===== config.mk =====
export PLATFORM = sky130hd
export DESIGN_NAME = scm_clk_ctrl
export DESIGN_NICKNAME = d
export VERILOG_FILES = /design/src/shared/scm_pkg.sv /design/src/logic/scm_prescaler.sv /design/src/logic/scm_clk_switch.sv /design/src/logic/scm_clk_ctrl.sv
export SDC_FILE = /design/constraint.sdc
export NUM_CORES = 1
export LEC_CHECK = 0
export BUFFER_PORTS_ARGS = -buffer_cell sky130_fd_sc_hd__buf_2
export CAP_MARGIN = 20
export CORE_ASPECT_RATIO = 1.2
export CORE_MARGIN = 2
export CORE_UTILIZATION = 43
export CTS_CLUSTER_DIAMETER = 120
export DETAILED_ROUTE_END_ITERATION = 16
export PLACE_DENSITY_LB_ADDON = 0.25
export REMOVE_ABC_BUFFERS = 1
export SYNTH_ARGS = -nofsm -noshare
export SYNTH_HDL_FRONTEND = slang
export SYNTH_HIERARCHICAL = 1
export SYNTH_SLANG_ARGS = --single-unit

===== constraint.sdc =====
create_clock -name sys_clk -period 2.34 [get_ports sys_clk]
set_input_delay 0.585 -clock sys_clk [delete_from_list [all_inputs] [get_ports sys_clk]]
set_output_delay 0.585 -clock sys_clk [all_outputs]
set_load 0.01 [all_outputs]

===== src/shared/scm_pkg.sv =====
// shared constants, types and helpers for the system clock and mode block
package scm_pkg;

  // ****************************************************************
  // register map (byte addresses, one 32-bit word each)
  // ****************************************************************
  localparam int        ADDR_W       = 4;
  localparam logic [3:0] OFF_SYSCLK  = 4'h0;
  localparam logic [3:0] OFF_FASTOSC = 4'h4;
  localparam logic [3:0] OFF_STATUS  = 4'h8;

  // system_clock_control fields
  localparam int SEL_LSB       = 5;
  localparam int SEL_W         = 3;
  localparam int FAST_KEEP_BIT = 1;
  localparam int SLOW_KEEP_BIT = 0;

  // fast_oscillator_control fields
  localparam int FREQ_LSB   = 2;
  localparam int FREQ_W     = 2;
  localparam int STABLE_BIT = 1;
  localparam int ENABLE_BIT = 0;

  // status fields
  localparam int PWRDN_BIT  = 0;
  localparam int EXPIRY_BIT = 1;
  localparam int MODE_LSB   = 2;
  localparam int ACTSLW_BIT = 5;

  // reset values
  localparam logic [2:0] SEL_RST       = 3'h0;
  localparam logic       KEEP_RST      = 1'b0;
  localparam logic [1:0] FREQ_RST      = 2'h0;
  localparam logic       FOSC_EN_RST   = 1'b1;
  localparam logic       STABLE_RST    = 1'b0;

  // clock selection codes and prescaler depth
  localparam logic [2:0] SEL_SLOW   = 3'h7;
  localparam int         DIV_STAGES = 6;
  localparam logic [1:0] FREQ_4MHZ  = 2'h0;
  localparam logic [1:0] FREQ_ALIAS = 2'h3;

  // ****************************************************************
  // types
  // ****************************************************************
  typedef enum logic [2:0] {
    MODE_RUN   = 3'b000,
    MODE_SLEEP = 3'b001,
    MODE_IDLE0 = 3'b010,
    MODE_IDLE1 = 3'b011,
    MODE_IDLE2 = 3'b100
  } scm_mode_t;

  typedef struct packed {
    logic cpu_run;
    logic fast_osc_on;
    logic slow_clk_on;
    logic slow_rc_on;
  } scm_clk_en_t;

  // ****************************************************************
  // helpers
  // ****************************************************************
  function automatic scm_mode_t scm_halt_mode(input logic fast_keep,
                                              input logic slow_keep);
    case ({fast_keep, slow_keep})
      2'b00:   scm_halt_mode = MODE_SLEEP;
      2'b01:   scm_halt_mode = MODE_IDLE0;
      2'b11:   scm_halt_mode = MODE_IDLE1;
      default: scm_halt_mode = MODE_IDLE2;
    endcase
  endfunction

  function automatic logic [1:0] scm_freq_map(input logic [1:0] code);
    scm_freq_map = (code == FREQ_ALIAS) ? FREQ_4MHZ : code;
  endfunction

endpackage


===== src/logic/scm_prescaler.sv =====
// binary prescaler, counting only while run is high, giving fast clock divide ticks
`timescale 1ns/1ps

module scm_prescaler #(
  parameter int STAGES = scm_pkg::DIV_STAGES
) (
  // clock and reset
  input  wire logic              sys_clk,
  input  wire logic              reset_n,
  // control and ticks
  input  wire logic              run,
  output logic [STAGES:0]        div_tick
);

  logic [STAGES-1:0] cnt_q;
  logic              ones_so_far;

  always_ff @(posedge sys_clk or negedge reset_n) begin
    if (!reset_n) begin
      cnt_q <= '0;
    end else if (run) begin
      cnt_q <= cnt_q + 1'b1;
    end
  end

  // tick n marks the last fast cycle of a 2^n period
  // running and of the low bits; avoids a variable-width part-select
  always_comb begin
    ones_so_far = run;
    div_tick[0] = run;
    for (int n = 1; n <= STAGES; n++) begin
      ones_so_far = ones_so_far && cnt_q[n-1];
      div_tick[n] = ones_so_far;
    end
  end

endmodule // scm_prescaler


===== src/logic/scm_clk_switch.sv =====
// glitch-free system clock source switch on tick boundaries
`timescale 1ns/1ps

module scm_clk_switch #(
  parameter int STAGES = scm_pkg::DIV_STAGES
) (
  // clock and reset
  input  wire logic              sys_clk,
  input  wire logic              reset_n,
  // selection
  input  wire logic [2:0]        req_sel,
  input  wire logic              slow_ok,
  input  wire logic              fast_ok,
  input  wire logic              run,
  // tick sources
  input  wire logic [STAGES:0]   div_tick,
  input  wire logic              slow_tick,
  // result
  output logic [2:0]             act_sel_q,
  output logic                   sys_tick_q
);

  function automatic logic tick_of(input logic [2:0] sel);
    tick_of = (sel == scm_pkg::SEL_SLOW) ? slow_tick : div_tick[sel];
  endfunction

  logic src_tick;
  logic tgt_ok;
  logic swap;

  // swap where the old period ends (or run is low) and, for a fast target, the new one begins
  always_comb begin
    src_tick = tick_of(act_sel_q);
    tgt_ok   = (req_sel == scm_pkg::SEL_SLOW) ? slow_ok : fast_ok;
    swap     = (req_sel != act_sel_q) && tgt_ok && (src_tick || !run) &&
               ((req_sel == scm_pkg::SEL_SLOW) || tick_of(req_sel));
  end

  always_ff @(posedge sys_clk or negedge reset_n) begin
    if (!reset_n) begin
      act_sel_q <= scm_pkg::SEL_RST;
    end else if (swap) begin
      act_sel_q <= req_sel;
    end
  end

  always_ff @(posedge sys_clk or negedge reset_n) begin
    if (!reset_n) begin
      sys_tick_q <= 1'b0;
    end else begin
      sys_tick_q <= run && src_tick;
    end
  end
endmodule // scm_clk_switch


===== src/logic/scm_clk_ctrl.sv =====
// system clock selection, fast oscillator control and power modes
`timescale 1ns/1ps

// What this block does
// - select fast, fast divided, or slow clock
// - slow mode runs from slow rc oscillator
// - halt with both keeps low enters sleep
// - fast keep 0, slow keep 1 enters idle0
// - both keeps high enters idle1
// - fast keep 1, slow keep 0 enters idle2
// - watchdog enabled keeps slow rc running halted
// - fast keep decides fast oscillator while halted
// - frequency codes 4/8/12 MHz; code 11 4MHz
// - enabling fast oscillator clears stable flag
// - switch to slow waits for slow ready
// - return to fast waits for stable oscillator
// - halt keeps memory, registers and ports
// - halt sets power-down, clears watchdog expiry
// - halt clears the watchdog counter
// - unimplemented clock control bits read zero
module scm_clk_ctrl #(
  parameter int DIV_STAGES = scm_pkg::DIV_STAGES
) (
  // clock and reset
  input  wire logic                 sys_clk,
  input  wire logic                 reset_n,
  // avalon-mm slave
  input  wire logic [3:0]           avs_address,
  input  wire logic                 avs_read,
  input  wire logic                 avs_write,
  input  wire logic [31:0]          avs_writedata,
  input  wire logic [3:0]           avs_byteenable,
  output logic [31:0]               avs_readdata,
  output logic                      avs_waitrequest,
  // cpu and watchdog side
  input  wire logic                 halt_req,
  input  wire logic                 wake_req,
  input  wire logic                 wdt_enable,
  input  wire logic                 wdt_timeout,
  // oscillator side
  input  wire logic                 fast_osc_ready,
  input  wire logic                 slow_osc_ready,
  input  wire logic                 slow_osc_tick,
  // clock controls
  output logic                      sys_clk_tick,
  output scm_pkg::scm_clk_en_t      clk_en,
  output logic [1:0]                fast_osc_freq_sel,
  output logic                      wdt_clear
);

  // ****************************************************************
  // bus slave
  // ****************************************************************
  logic        wait_q;
  logic [31:0] readdata_q;
  logic        wr_hit;
  logic        wr_sysclk;
  logic        wr_fastosc;
  logic        wr_status;
  logic [31:0] rd_data;

  // software registers and block state
  logic [2:0]          sysclk_select_q;
  logic                fast_osc_idle_keep_q;
  logic                slow_osc_idle_keep_q;
  logic [1:0]          fast_osc_freq_sel_q;
  logic                fast_osc_enable_q;
  logic                fast_osc_stable_flag_q;
  logic                power_down_flag_q;
  logic                watchdog_expiry_flag_q;
  scm_pkg::scm_mode_t  mode_q;
  scm_pkg::scm_mode_t  mode_d;
  scm_pkg::scm_clk_en_t clk_en_q;
  scm_pkg::scm_clk_en_t clk_en_d;
  logic [1:0]          freq_out_q;
  logic                wdt_clear_q;
  logic                halt_go;
  logic                en_rise;
  logic [2:0]          act_sel;
  logic                act_slow;
  logic                sys_run;
  logic                sys_tick;
  logic [DIV_STAGES:0] div_tick;

  // one wait cycle on every access, then one cycle with wait low
  always_ff @(posedge sys_clk or negedge reset_n) begin
    if (!reset_n) begin
      wait_q <= 1'b1;
    end else begin
      wait_q <= !((avs_read || avs_write) && wait_q);
    end
  end

  always_comb begin
    wr_hit     = avs_write && !wait_q && avs_byteenable[0];
    wr_sysclk  = wr_hit && (avs_address == scm_pkg::OFF_SYSCLK);
    wr_fastosc = wr_hit && (avs_address == scm_pkg::OFF_FASTOSC);
    wr_status  = wr_hit && (avs_address == scm_pkg::OFF_STATUS);
  end

  // unmapped addresses read zero and ignore writes
  always_comb begin
    rd_data = '0;
    if (avs_address == scm_pkg::OFF_SYSCLK) begin
      rd_data[scm_pkg::SEL_LSB +: scm_pkg::SEL_W] = sysclk_select_q;
      rd_data[scm_pkg::FAST_KEEP_BIT] = fast_osc_idle_keep_q;
      rd_data[scm_pkg::SLOW_KEEP_BIT] = slow_osc_idle_keep_q;
    end else if (avs_address == scm_pkg::OFF_FASTOSC) begin
      rd_data[scm_pkg::FREQ_LSB +: scm_pkg::FREQ_W] = fast_osc_freq_sel_q;
      rd_data[scm_pkg::STABLE_BIT] = fast_osc_stable_flag_q;
      rd_data[scm_pkg::ENABLE_BIT] = fast_osc_enable_q;
    end else if (avs_address == scm_pkg::OFF_STATUS) begin
      rd_data[scm_pkg::PWRDN_BIT]  = power_down_flag_q;
      rd_data[scm_pkg::EXPIRY_BIT] = watchdog_expiry_flag_q;
      rd_data[scm_pkg::MODE_LSB +: 3] = mode_q;
      rd_data[scm_pkg::ACTSLW_BIT] = act_slow;
    end
  end

  always_ff @(posedge sys_clk or negedge reset_n) begin
    if (!reset_n) begin
      readdata_q <= '0;
    end else if (avs_read && wait_q) begin
      readdata_q <= rd_data;
    end
  end

  // ****************************************************************
  // control registers
  // ****************************************************************
  always_ff @(posedge sys_clk or negedge reset_n) begin
    if (!reset_n) begin
      sysclk_select_q      <= scm_pkg::SEL_RST;
      fast_osc_idle_keep_q <= scm_pkg::KEEP_RST;
      slow_osc_idle_keep_q <= scm_pkg::KEEP_RST;
    end else if (wr_sysclk) begin
      sysclk_select_q <= avs_writedata[scm_pkg::SEL_LSB +: scm_pkg::SEL_W];
      fast_osc_idle_keep_q <= avs_writedata[scm_pkg::FAST_KEEP_BIT];
      slow_osc_idle_keep_q <= avs_writedata[scm_pkg::SLOW_KEEP_BIT];
    end
  end

  always_comb begin
    en_rise = wr_fastosc && avs_writedata[scm_pkg::ENABLE_BIT] &&
              !fast_osc_enable_q;
  end

  always_ff @(posedge sys_clk or negedge reset_n) begin
    if (!reset_n) begin
      fast_osc_freq_sel_q <= scm_pkg::FREQ_RST;
      fast_osc_enable_q   <= scm_pkg::FOSC_EN_RST;
    end else if (wr_fastosc) begin
      fast_osc_freq_sel_q <=
        avs_writedata[scm_pkg::FREQ_LSB +: scm_pkg::FREQ_W];
      fast_osc_enable_q <= avs_writedata[scm_pkg::ENABLE_BIT];
    end
  end

  // flag drops whenever the oscillator is restarted or stopped
  always_ff @(posedge sys_clk or negedge reset_n) begin
    if (!reset_n) begin
      fast_osc_stable_flag_q <= scm_pkg::STABLE_RST;
    end else if (en_rise) begin
      fast_osc_stable_flag_q <= 1'b0;
    end else begin
      fast_osc_stable_flag_q <= clk_en_q.fast_osc_on && fast_osc_ready;
    end
  end

  always_ff @(posedge sys_clk or negedge reset_n) begin
    if (!reset_n) begin
      freq_out_q <= scm_pkg::FREQ_4MHZ;
    end else begin
      freq_out_q <= scm_pkg::scm_freq_map(fast_osc_freq_sel_q);
    end
  end

  // ****************************************************************
  // power mode sequencing
  // ****************************************************************
  always_comb begin
    mode_d  = mode_q;
    halt_go = 1'b0;
    case (mode_q)
      scm_pkg::MODE_RUN: begin
        if (halt_req) begin
          mode_d  = scm_pkg::scm_halt_mode(fast_osc_idle_keep_q,
                                           slow_osc_idle_keep_q);
          halt_go = 1'b1;
        end
      end
      default: begin
        if (wake_req || wdt_timeout) begin
          mode_d = scm_pkg::MODE_RUN;
        end
      end
    endcase
  end

  always_ff @(posedge sys_clk or negedge reset_n) begin
    if (!reset_n) begin
      mode_q <= scm_pkg::MODE_RUN;
    end else begin
      mode_q <= mode_d;
    end
  end

  // status flags: a hardware set beats a software clear
  always_ff @(posedge sys_clk or negedge reset_n) begin
    if (!reset_n) begin
      power_down_flag_q <= 1'b0;
    end else if (halt_go) begin
      power_down_flag_q <= 1'b1;
    end else if (wr_status && avs_writedata[scm_pkg::PWRDN_BIT]) begin
      power_down_flag_q <= 1'b0;
    end
  end

  always_ff @(posedge sys_clk or negedge reset_n) begin
    if (!reset_n) begin
      watchdog_expiry_flag_q <= 1'b0;
    end else if (halt_go) begin
      watchdog_expiry_flag_q <= 1'b0;
    end else if (wdt_timeout) begin
      watchdog_expiry_flag_q <= 1'b1;
    end else if (wr_status && avs_writedata[scm_pkg::EXPIRY_BIT]) begin
      watchdog_expiry_flag_q <= 1'b0;
    end
  end

  // counter restarts on every halt, whether or not the watchdog is enabled
  always_ff @(posedge sys_clk or negedge reset_n) begin
    if (!reset_n) begin
      wdt_clear_q <= 1'b0;
    end else begin
      wdt_clear_q <= halt_go;
    end
  end

  // ****************************************************************
  // clock enables
  // ****************************************************************
  always_comb begin
    act_slow = (act_sel == scm_pkg::SEL_SLOW);
    clk_en_d.cpu_run    = (mode_d == scm_pkg::MODE_RUN);
    clk_en_d.slow_rc_on = !((mode_d == scm_pkg::MODE_SLEEP) &&
                            !wdt_enable);
    case (mode_d)
      scm_pkg::MODE_RUN: begin
        // a selected fast source keeps the oscillator alive
        clk_en_d.fast_osc_on = fast_osc_enable_q || !act_slow;
        clk_en_d.slow_clk_on = 1'b1;
      end
      scm_pkg::MODE_IDLE0: begin
        clk_en_d.fast_osc_on = 1'b0;
        clk_en_d.slow_clk_on = 1'b1;
      end
      scm_pkg::MODE_IDLE1: begin
        clk_en_d.fast_osc_on = 1'b1;
        clk_en_d.slow_clk_on = 1'b1;
      end
      scm_pkg::MODE_IDLE2: begin
        clk_en_d.fast_osc_on = 1'b1;
        clk_en_d.slow_clk_on = act_slow;
      end
      default: begin
        clk_en_d.fast_osc_on = 1'b0;
        clk_en_d.slow_clk_on = 1'b0;
      end
    endcase
  end

  always_ff @(posedge sys_clk or negedge reset_n) begin
    if (!reset_n) begin
      clk_en_q <= '{cpu_run: 1'b1, fast_osc_on: 1'b1,
                    slow_clk_on: 1'b1, slow_rc_on: 1'b1};
    end else begin
      clk_en_q <= clk_en_d;
    end
  end

  // system clock keeps ticking only where its source stays alive
  always_comb begin
    case (mode_q)
      scm_pkg::MODE_RUN:   sys_run = 1'b1;
      scm_pkg::MODE_IDLE1: sys_run = 1'b1;
      scm_pkg::MODE_IDLE0: sys_run = act_slow;
      scm_pkg::MODE_IDLE2: sys_run = !act_slow;
      default:             sys_run = 1'b0;
    endcase
  end

  // ****************************************************************
  // prescaler and source switch
  // ****************************************************************
  scm_prescaler #(
    .STAGES (DIV_STAGES)
  ) u_prescaler (
    .sys_clk  (sys_clk),
    .reset_n  (reset_n),
    .run      (clk_en_q.fast_osc_on),
    .div_tick (div_tick)
  );

  scm_clk_switch #(
    .STAGES (DIV_STAGES)
  ) u_switch (
    .sys_clk    (sys_clk),
    .reset_n    (reset_n),
    .req_sel    (sysclk_select_q),
    .slow_ok    (slow_osc_ready && clk_en_q.slow_rc_on),
    .fast_ok    (fast_osc_stable_flag_q),
    .run        (sys_run),
    .div_tick   (div_tick),
    .slow_tick  (slow_osc_tick && clk_en_q.slow_rc_on),
    .act_sel_q  (act_sel),
    .sys_tick_q (sys_tick)
  );

  assign avs_readdata      = readdata_q;
  assign avs_waitrequest   = wait_q;
  assign sys_clk_tick      = sys_tick;
  assign clk_en            = clk_en_q;
  assign fast_osc_freq_sel = freq_out_q;
  assign wdt_clear         = wdt_clear_q;
endmodule // scm_clk_ctrl


==> impl_metrics.tcl <==
set metrics [dict create \
    status "completed" \
    grtUsageTotal 0.158 \
    grt_max_degree 23 \
    layout_common_cells "39 x buf_2, 34 x dfrtp_1, 24 x conb_1" \
    portBuffers 39 \
    drt_iter0_markers 75 \
    rows 28 \
    hold_violations 0 \
    dp_hpwl_mm 3.34 \
    routabilityCongestion 0.849 \
    post-route-cell-area_um2 2480 \
    clk_latency_ns 0.29 \
    final_common_cell "buf_2" \
    synth_ff_type "dfrtp_1" \
    endpoint_kind "flop" \
    routedWlPerCell_um 13.7 \
    route.detailed.drc 0 \
    skew_ns 0.00472 \
    hold_buffers 0 \
    firstDrtPassIters 4 \
    yosysWarnings 6 \
    dpl_worst_slack_ns 0.154 \
    cts_buffers 5 \
    fin_crit_sh 0.955 \
    fin_setup_tns_ns 0 \
    grt_pass1_wl_mm 7.08 \
    cp.arrival_ns 2.40 \
    n_antenna_cell 0 \
    cts_tree "yes" \
    seq_area_frac_synth 0.462 \
    drive_gt1_frac 0.312 \
    finalCriticalPeriod_ns 2.23 \
    clk_path_buf_depth 2 \
    r2r_slack_ns 0.11 \
    antenna_found_initial 0 \
    crit_path_start_kind "flop" \
    start_util 0.445 \
    n_fill_cell 472 \
    holdWs_ns 0.237 \
    clkTransAtPathRegs_ns 0.08 \
    reg2reg_depth 8 \
    yosysUniqueCellTypes 51 \
    cts-root-buf "clkbuf_8" \
    ir_worst_vdd_mv 0.399 \
    setup_viol 0 \
    p_leak_uw 0.00119 \
    postRouteAntennaNets 0 \
    cts_sinks 40 \
    cts_resized 0 \
    wl_mm 4.24 \
    cap_violations 0 \
    htree_levels 2 \
    setup_ws_ns 0.106 \
    ioPinCount 92 \
    layout-area-overhead-vs-synth_pct 13.7 \
    yosys_register_bits 40 \
    core_um2 4900 \
    hold_class "in -> async" \
    grt_remaining_overflow 0 \
    synth-edff-count 0 \
    power_uw 2400 \
    viasPerCell 5.03 \
    grt_setup_unrepaired "false" \
    cts_setup_buffers 0 \
    syn-mean-instance-area_um2 10.7 \
    num-nets-final 304 \
    timing.rr.start "clk_en[2]" \
    crit_fanout 5 \
    die_h_um 82.1 \
    vias 1558 \
    r2r-end "u_switch/act_sel_q[1]" \
    synth_area_um2 2180 \
    fp.dieW_um 69.1 \
    worstSetupPathType "reg -> reg" \
    clock.fmax_mhz 448 \
    synthArstFlopShare 1.00 \
    first_global_vias 1513 \
    slew_violations 0 \
    power.density_nw_per_um2 965 \
    dpl-instance-area_um2 2360 \
    synthCells 205 \
    cp.required_ns 2.51 \
    die_area_um2 5670 \
]
[worst max-delay path by stage]
stage	slack, ns	from	to
2_1_floorplan	0.17	clk_en[2]	u_switch/act_sel_q[1]
6_report	0.11	clk_en[2]	u_switch/act_sel_q[1]
5_1_grt	0.01	clk_en[2]	u_switch/act_sel_q[0]
3_3_place_gp	0.17	clk_en[2]	u_switch/act_sel_q[1]
3_5_place_dp	0.15	clk_en[2]	u_switch/act_sel_q[1]
4_1_cts	0.12	clk_en[2]	u_switch/act_sel_q[1]
[metal layers]
metal	global-route usage	part of all wire
met1	0.194	0.43
met2	0.273	0.51
met3	0.0282	0.042
met4	0.0765	0.026
met5	0	0
[cell type report]
class / count / area, um2 / share of cell area
Timing Repair Buffer: 43 / 225 / 0.0907
Tap cell: 60 / 75.1 / 0.0302
Sequential cell: 40 / 1010 / 0.406
Multi-Input combinational cell: 150 / 1010 / 0.409
Inverter: 9 / 33.8 / 0.0136
Clock buffer: 7 / 96.3 / 0.0388
Clock inverter: 1 / 30.0 / 0.0121
[synth_stat cells (all sizes together) (2+ instances only)]
library cell	instances	share of area
nand3	8	0.018
a21oi	6	0.014
nor4b	2	0.018
nand2	17	0.029
dfrtp	34	0.39
and3	4	0.014
nor2b	3	0.0086
xor2	3	0.015
nand3b	3	0.010
nand4	2	0.0057
nor3	2	0.0069
nor2	8	0.014
mux2i	9	0.041
and2	6	0.018
dfstp	6	0.072
ha	4	0.023
o31ai	3	0.013
a22oi	5	0.022
buf	28	0.096
inv	9	0.015
xnor2	2	0.0080
o21ai	16	0.038
mux2	9	0.046
[metrics by stage]
stage	utilization	std cells
after floorplan	-	199
after global placement	0.481	302
after detailed placement	0.481	302
after CTS	0.506	310
after global routing	0.506	310
final	0.506	310
[cell families after synthesis]
| logic type | Yosys count | synth area share |
|---|---|---|
| other | 1 | 0.00172 |
| flip-flops | 40 | 0.462 |
| XOR/XNOR | 5 | 0.0235 |
| AO/OA/AOI/OAI | 38 | 0.121 |
| adder cells (fa/ha/maj) | 4 | 0.0229 |
| multiplexers | 18 | 0.0876 |
| buffers and inverters | 38 | 0.113 |
| AND/OR/NAND/NOR | 61 | 0.168 |
[registers in the layout, indices dropped and copies added, names as in the netlist]
register / cells
fast_osc_idle_keep_q: 1
fast_osc_stable_flag_q: 1
power_down_flag_q: 1
fast_osc_enable_q: 1
avs_waitrequest: 1
watchdog_expiry_flag_q: 1
sysclk_select_q: 3
u_prescaler/cnt_q: 6
fast_osc_freq_sel_q: 2
u_switch/sys_tick_q: 1
avs_readdata: 8
slow_osc_idle_keep_q: 1
fast_osc_freq_sel: 2
mode_q: 3
clk_en: 4
u_switch/act_sel_q: 3
wdt_clear: 1
[critical path, stage by stage (launching register included)]
cell and delay [ns]:
dfstp_2 0.54, and3_4 0.21, and4_4 0.26, and2_1 0.15
mux2i_1 0.08, nand3_1 0.13, a41oi_2 0.15, nor3_2 0.25
mux2_1 0.35
[report_power, final]
group / internal, uW / total [uW] / switching (uW)
Combinational: 334 / 712 / 378
Clock: 376 / 616 / 240
Sequential: 888 / 1070 / 181
Total: 1600 / 2400 / 799
Note: power is estimated with default switching activity, not from simulation.
